## src/include/sstp_pkg.sv

```systemverilog
`default_nettype none
package sstp_pkg;
  // output instruction that carries serial transmit and reader control
  localparam logic [7:0] SERIAL_OUTPUT_CODE = 8'h67;
  // data bus bit positions used by the serial output instruction
  localparam int TX_DATA_BIT = 0;
  localparam int READER_START_BIT = 7;
  localparam int READER_STOP_BIT = 6;
  // line levels
  localparam logic LINE_MARK = 1'b1;
  localparam logic LINE_SPACE = 1'b0;
  // register byte offsets
  localparam logic [7:0] CTRL_OFFSET = 8'h00;
  localparam logic [7:0] STATUS_OFFSET = 8'h04;
  localparam logic [7:0] TXCMD_OFFSET = 8'h08;
  // control register fields
  localparam int CTRL_PATCH_EN_BIT = 0;
  localparam logic [31:0] CTRL_RESET = 32'h0000_0001;
  // status register fields
  localparam int STAT_TX_LEVEL_BIT = 0;
  localparam int STAT_READER_RUN_BIT = 1;
  localparam int STAT_RX_LEVEL_BIT = 2;
  localparam int STAT_FLAG_LEVEL_BIT = 3;
  localparam int STAT_SELECT_BIT = 4;
  localparam int STAT_PATCH_ACTIVE_BIT = 5;
  // default synchroniser depth
  localparam int SYNC_STAGES_DEFAULT = 2;
endpackage
`default_nettype wire

```

## src/sstp_port.sv

```systemverilog
// Summary of operation
// - receive line reaches active-low receive flag
// - instruction 67 latches bus bit 0 out
// - characters framed by start and stop bits
// - select low disconnects receive line from flag
// - flag drive is wire-OR capable open drain
// - same instruction bits 7,6 control reader
//
// Design decisions made here: the placing of the registers and register access over APB.
`timescale 1ns/100ps
`default_nettype none
module sstp_port
  import sstp_pkg::*;
#(
  parameter int SYNC_STAGES = sstp_pkg::SYNC_STAGES_DEFAULT
)
(
  input wire logic clock,
  input wire logic rst_n,
  // apb slave
  input wire logic psel,
  input wire logic penable,
  input wire logic pwrite,
  input wire logic [7:0] paddr,
  input wire logic [31:0] pwdata,
  output logic [31:0] prdata,
  output logic pready,
  output logic pslverr,
  // processor output instruction, same clock
  input wire logic io_out_strobe,
  input wire logic [7:0] io_code,
  input wire logic [7:0] data_bus,
  // terminal side pins
  input wire logic rx_line,
  output logic tx_line,
  output logic reader_run,
  input wire logic port_select,
  // shared active-low flag pin, open drain
  input wire logic receive_flag_input_low_i,
  output logic receive_flag_input_low_o,
  output logic receive_flag_input_low_oe
);
  import sstp_pkg::*;

  ////////////////////////////////////////////////////////////////////////////
  // elaboration check
  generate
    if (SYNC_STAGES < 2)
    begin : g_bad_sync
      $error("SYNC_STAGES must be at least 2");
    end
  endgenerate

  ////////////////////////////////////////////////////////////////////////////
  // pin synchronisers
  logic [SYNC_STAGES-1:0] rx_sync_ff;
  logic [SYNC_STAGES-1:0] sel_sync_ff;
  logic [SYNC_STAGES-1:0] flag_sync_ff;
  logic rx_s;
  logic sel_s;
  logic flag_s;

  // shift chains, idle levels at reset
  always_ff @(posedge clock or negedge rst_n)
  begin
    if (!rst_n)
    begin
      rx_sync_ff <= {SYNC_STAGES{LINE_MARK}};
      sel_sync_ff <= '0;
      flag_sync_ff <= '1;
    end
    else
    begin
      rx_sync_ff <= {rx_sync_ff[SYNC_STAGES-2:0], rx_line};
      sel_sync_ff <= {sel_sync_ff[SYNC_STAGES-2:0], port_select};
      flag_sync_ff <= {flag_sync_ff[SYNC_STAGES-2:0], receive_flag_input_low_i};
    end
  end

  assign rx_s = rx_sync_ff[SYNC_STAGES-1];
  assign sel_s = sel_sync_ff[SYNC_STAGES-1];
  assign flag_s = flag_sync_ff[SYNC_STAGES-1];

  ////////////////////////////////////////////////////////////////////////////
  // apb slave
  logic [31:0] ctrl_ff;
  logic pready_ff;
  logic pslverr_ff;
  logic [31:0] prdata_ff;
  logic tx_line_ff;
  logic reader_run_ff;
  logic flag_oe_ff;
  logic flag_o_ff;
  logic apb_done;
  logic addr_ok;
  logic txcmd_wr;
  logic io_serial_out;
  logic [7:0] nxt_cmd;
  logic cmd_valid;
  logic [31:0] status_word;
  logic patch_active;

  // access ends on the second access cycle
  assign apb_done = psel && penable && pready_ff;
  assign addr_ok = (paddr == CTRL_OFFSET) || (paddr == STATUS_OFFSET)
                   || (paddr == TXCMD_OFFSET);
  assign txcmd_wr = apb_done && pwrite && (paddr == TXCMD_OFFSET);
  assign patch_active = sel_s && ctrl_ff[CTRL_PATCH_EN_BIT];

  // status readback of block state
  always_comb
  begin
    status_word = '0;
    status_word[STAT_TX_LEVEL_BIT] = tx_line_ff;
    status_word[STAT_READER_RUN_BIT] = reader_run_ff;
    status_word[STAT_RX_LEVEL_BIT] = rx_s;
    status_word[STAT_FLAG_LEVEL_BIT] = flag_s;
    status_word[STAT_SELECT_BIT] = sel_s;
    status_word[STAT_PATCH_ACTIVE_BIT] = patch_active;
  end

  // ready, error and read data
  always_ff @(posedge clock or negedge rst_n)
  begin
    if (!rst_n)
    begin
      pready_ff <= 1'b0;
      pslverr_ff <= 1'b0;
      prdata_ff <= '0;
    end
    else
    begin
      pready_ff <= psel && penable && !pready_ff;
      pslverr_ff <= psel && penable && !pready_ff && !addr_ok;
      if (psel && penable && !pready_ff && !pwrite)
      begin
        case (paddr)
          CTRL_OFFSET: prdata_ff <= ctrl_ff;
          STATUS_OFFSET: prdata_ff <= status_word;
          default: prdata_ff <= '0;
        endcase
      end
      else if (apb_done)
      begin
        prdata_ff <= '0;
      end
    end
  end

  // control register write
  always_ff @(posedge clock or negedge rst_n)
  begin
    if (!rst_n)
    begin
      ctrl_ff <= CTRL_RESET;
    end
    else if (apb_done && pwrite && (paddr == CTRL_OFFSET))
    begin
      ctrl_ff <= {31'h0000_0000, pwdata[CTRL_PATCH_EN_BIT]};
    end
  end

  ////////////////////////////////////////////////////////////////////////////
  // serial output instruction decode; processor wins over apb
  assign io_serial_out = io_out_strobe && (io_code == SERIAL_OUTPUT_CODE);
  assign cmd_valid = io_serial_out || txcmd_wr;
  assign nxt_cmd = io_serial_out ? data_bus : pwdata[7:0];

  // transmit flip-flop holds level until next output
  always_ff @(posedge clock or negedge rst_n)
  begin
    if (!rst_n)
    begin
      tx_line_ff <= LINE_MARK;
    end
    else if (cmd_valid)
    begin
      tx_line_ff <= nxt_cmd[TX_DATA_BIT];
    end
  end

  // paper tape reader start and stop, stop wins
  always_ff @(posedge clock or negedge rst_n)
  begin
    if (!rst_n)
    begin
      reader_run_ff <= 1'b0;
    end
    else if (cmd_valid)
    begin
      if (nxt_cmd[READER_STOP_BIT])
      begin
        reader_run_ff <= 1'b0;
      end
      else if (nxt_cmd[READER_START_BIT])
      begin
        reader_run_ff <= 1'b1;
      end
    end
  end

  ////////////////////////////////////////////////////////////////////////////
  // receive line onto shared flag, pulls low on space only
  always_ff @(posedge clock or negedge rst_n)
  begin
    if (!rst_n)
    begin
      flag_oe_ff <= 1'b0;
      flag_o_ff <= 1'b0;
    end
    else
    begin
      flag_oe_ff <= patch_active && (rx_s == LINE_SPACE);
      flag_o_ff <= 1'b0;
    end
  end

  // outputs straight from flops
  assign prdata = prdata_ff;
  assign pready = pready_ff;
  assign pslverr = pslverr_ff;
  assign tx_line = tx_line_ff;
  assign reader_run = reader_run_ff;
  assign receive_flag_input_low_o = flag_o_ff;
  assign receive_flag_input_low_oe = flag_oe_ff;

endmodule // sstp_port
`default_nettype wire

```

## config.mk

```make
export PLATFORM = sky130hd
export DESIGN_NAME = sstp_port
export DESIGN_NICKNAME = d
export VERILOG_FILES = /design/src/include/sstp_pkg.sv /design/src/sstp_port.sv
export SDC_FILE = /design/constraint.sdc
export NUM_CORES = 1
export LEC_CHECK = 0
export BUFFER_PORTS_ARGS = -buffer_cell sky130_fd_sc_hd__buf_2
export CORE_MARGIN = 2
export CORE_UTILIZATION = 36
export CTS_BUF_LIST = sky130_fd_sc_hd__clkbuf_8
export DETAILED_ROUTE_END_ITERATION = 7
export PLACE_DENSITY = 0.82
export SETUP_SLACK_MARGIN = 0.1
export SYNTH_ARGS = -nofsm -noshare
export SYNTH_HDL_FRONTEND = slang
export SYNTH_SLANG_ARGS = --single-unit
```

## constraint.sdc

```tcl
create_clock -name clock -period 1.3 [get_ports clock]
set_input_delay 0.26 -clock clock [delete_from_list [all_inputs] [get_ports clock]]
set_output_delay 0.26 -clock clock [all_outputs]
set_load 0.01 [all_outputs]
```

==> flow_summary.yaml <==
yosys:
  synth_area_per_cell_sq_um: 10.64
  yosysUniqueCellTypes: 31
  synth_edf_count: 0
  yosysWarnings: 0
  synth_area_sq_um: 989.7
  synth_top_flop_cell: "dfrtp_1"
  async_flop_share: 1.000
  ys_ff_latch: 18
  seq_area_frac_synth: 0.4627
  synth_cells: 93
placed_design:
  dpl.hpwl_mm: 1.504
  portBuffers: 41
  dp_cells: 164
  place_congestion: 0.7347
drt:
  route.detailed.vias_per_inst: 4.514
  wl_mm: 1.846
  dr.pass1.iters: 4
  wl_per_cell_microns: 10.55
  drcViolationCount: 0
  drt_iter0_drc: 7
  ant_nets: 0
  vias: 790
critical_path:
  cp-end-kind: "flop"
  cp-startpoint: "pready"
  reg2reg_depth: 4
  critical_path_class: "flop to flop"
  r2r_setup_slack_ps: 40
  startpoint_type: "flop"
  regToRegStartpoint: "pready"
  r2r_end: "prdata[5]"
  cp.arrival_ps: 1450
  critPathRequiredTime_ps: 1490
  endpoint: "prdata[5]"
  cp_max_fo: 5
clock_tree:
  clockRootBuffer: "clkbuf_8"
  cts_tree: "done"
  clkTransAtPathRegs_ps: 70
  cts_buffer_depth: 2
  insertion_delay_ps: 250
  cts_buffers: 3
  htree_levels: 1
  clock-sinks: 18
run_status:
  status: "completed"
cells_and_area:
  syn2layout_area_growth_pct: 27.69
  instances_no_fill: 175
  diodes: 0
  drive_gt1_frac: 0.4792
  fillers: 263
  utilization: 0.4704
  nets: 210
sta:
  fmax_mhz: 795.5
  finClkSkew_ps: 4.137
  hold_ws_ps: 102.7
  setup_viol: 0
  drv_slew: 0
  min_period_ps: 1257
  hold_viol: 0
  post-route-period-util: 0.9670
  rsz0062_at_grt: "yes"
floorplan:
  die_w_microns: 56.43
  die_h_microns: 56.43
  rows: 19
  core_sq_mm: 0.002686
  dieArea_sq_mm: 0.003184
  start_util: 0.3684
  ios: 103
global_route:
  grt_overflow: 0
  antenna_found_initial: 0
  grtUsageTotal: 0.1265
  grt_pass1_wl_mm: 3.091
  grt_max_degree: 19
  grt_pass1_vias: 745
pwr:
  worst_ir_drop_vdd_mv: 0.7688
  swShare: 0.2348
  power_density_mw_per_mm2: 949.0
  switchingPower_w: 0.0002816
  power.total_w: 0.001199
  clockPowerShare: 0.375
  intPower_w: 0.0009176
  p_leak_nw: 0.6857
  p_comb_frac: 0.134
  seq_power_share: 0.491
flow_run:
  cap_violations: 0
hold_path:
  min_path_type: "input pin to flop"
-- cell usage after synthesis, types with 2 or more instances --
cell type  count  share of area
nor2_1         9          0.034
dfstp_2        6           0.16
nor4_1         2          0.013
dfrtp_1       12           0.30
nand4_1        2          0.013
inv_1          4          0.015
nand2_1        3          0.011
mux2_2         2          0.023
buf_4         27           0.20
a22o_1         4          0.035
a32o_1         2          0.020
-- power by group through the flow --
stage          registers [W]  logic, W  clock network [W]
2_1_floorplan       0.000600  0.000124                  0
3_3_place_gp        0.000598  0.000137                  0
3_5_place_dp        0.000599  0.000142                  0
4_1_cts             0.000589  0.000149           0.000468
5_1_grt             0.000591  0.000179           0.000491
6_report            0.000589  0.000160           0.000450
-- flip-flops by register name, summed over array words and instances, names as in the netlist --
| signal | count |
|---|---|
| prdata | 6 |
| flag_sync_ff | 2 |
| rx_sync_ff | 2 |
| sel_sync_ff | 2 |
| ctrl_ff | 1 |
| pready | 1 |
| pslverr | 1 |
| reader_run | 1 |
| receive_flag_input_low_oe | 1 |
| tx_line | 1 |
-- cells by family after synthesis --
kind of cell           share of synthesized area
buffers and inverters                     0.2288
multiplexers                             0.02275
AND/OR/NAND/NOR                           0.1631
other                                   0.003789
flip-flops                                0.4627
AO/OA/AOI/OAI                             0.1188
-- through the flow --
| stage | instance area [sq um] | setup slack [ps] | setup TNS (ps) |
|---|---|---|---|
| 2_1_floorplan | 1087 | 50.08 | 0 |
| 3_3_place_gp | 1135 | -78.51 | -78.51 |
| 4_1_cts | 1226 | 17.56 | 0 |
| 6_report | 1264 | 42.95 | 0 |
| 5_1_grt | 1264 | -37.31 | -77.77 |
| 3_5_place_dp | 1135 | -111.5 | -183.9 |
-- per-layer routing --
layer / global-route usage / wire length, microns / vias to the layer above / part of all wire
met3: 0.03687 / 180 / 5 / 0.098
met1: 0.1416 / 764 / 366 / 0.41
met2: 0.2126 / 858 / 45 / 0.46
met5: 0 / 0 / - / 0
met4: 0.07143 / 43 / 0 / 0.023
li1: - / - / 374 / -
-- final cells by class --
| type | instances | area, sq um | share of cell area |
|---|---|---|---|
| flip-flops and latches | 18 | 457.9 | 0.3624 |
| repair buffers | 50 | 281.5 | 0.2228 |
| clock buffers | 4 | 55.05 | 0.04356 |
| inverters | 4 | 15.01 | 0.01188 |
| multi-input cells | 68 | 415.4 | 0.3287 |
| well taps | 31 | 38.79 | 0.03069 |
-- timing repair --
item	CTS	global route
endpoints found under the hold margin	12	0
pin swaps	10	12
gates resized for setup	2	3
setup buffers	3	3
setup endpoints to repair	6	11
hold buffers	1	0
gates cloned	0	0
-- cell usage in the layout (no fill, tap or decap), types with 2 or more instances in the layout --
master / Yosys / final
buf_2: 1 / 40
conb_1: 1 / 27
dfrtp_1: 12 / 12
buf_4: 27 / 8
nor2_1: 9 / 7
dfstp_2: 6 / 6
inv_1: 4 / 4
a22o_1: 4 / 4
clkbuf_8: 0 / 4
nand2_1: 3 / 3
nand4_1: 2 / 2
nor2_2: 0 / 2
mux2_2: 2 / 2
a32o_1: 2 / 2
-- critical path: stages, from the launching register on --
cell,delay (ps)
dfrtp_1,410
nand3b_1,210
nor2_2,120
and4b_2,290
a32o_1,170
-- worst min-delay path by stage --
| stage | start | end | slack (ps) | cells past startpoint |
|---|---|---|---|---|
| 2_1_floorplan | rst_n | prdata[0] | -40 | 0 |
| 6_report | receive_flag_input_low_i | flag_sync_ff[0] | 100 | 1 |
| 4_1_cts | receive_flag_input_low_i | flag_sync_ff[0] | 90 | 1 |
| 3_5_place_dp | rst_n | sel_sync_ff[0] | 200 | 1 |
| 3_3_place_gp | rst_n | sel_sync_ff[0] | 190 | 1 |
| 5_1_grt | rx_line | rx_sync_ff[0] | 90 | 1 |
Power figures use the tool's default switching activity.
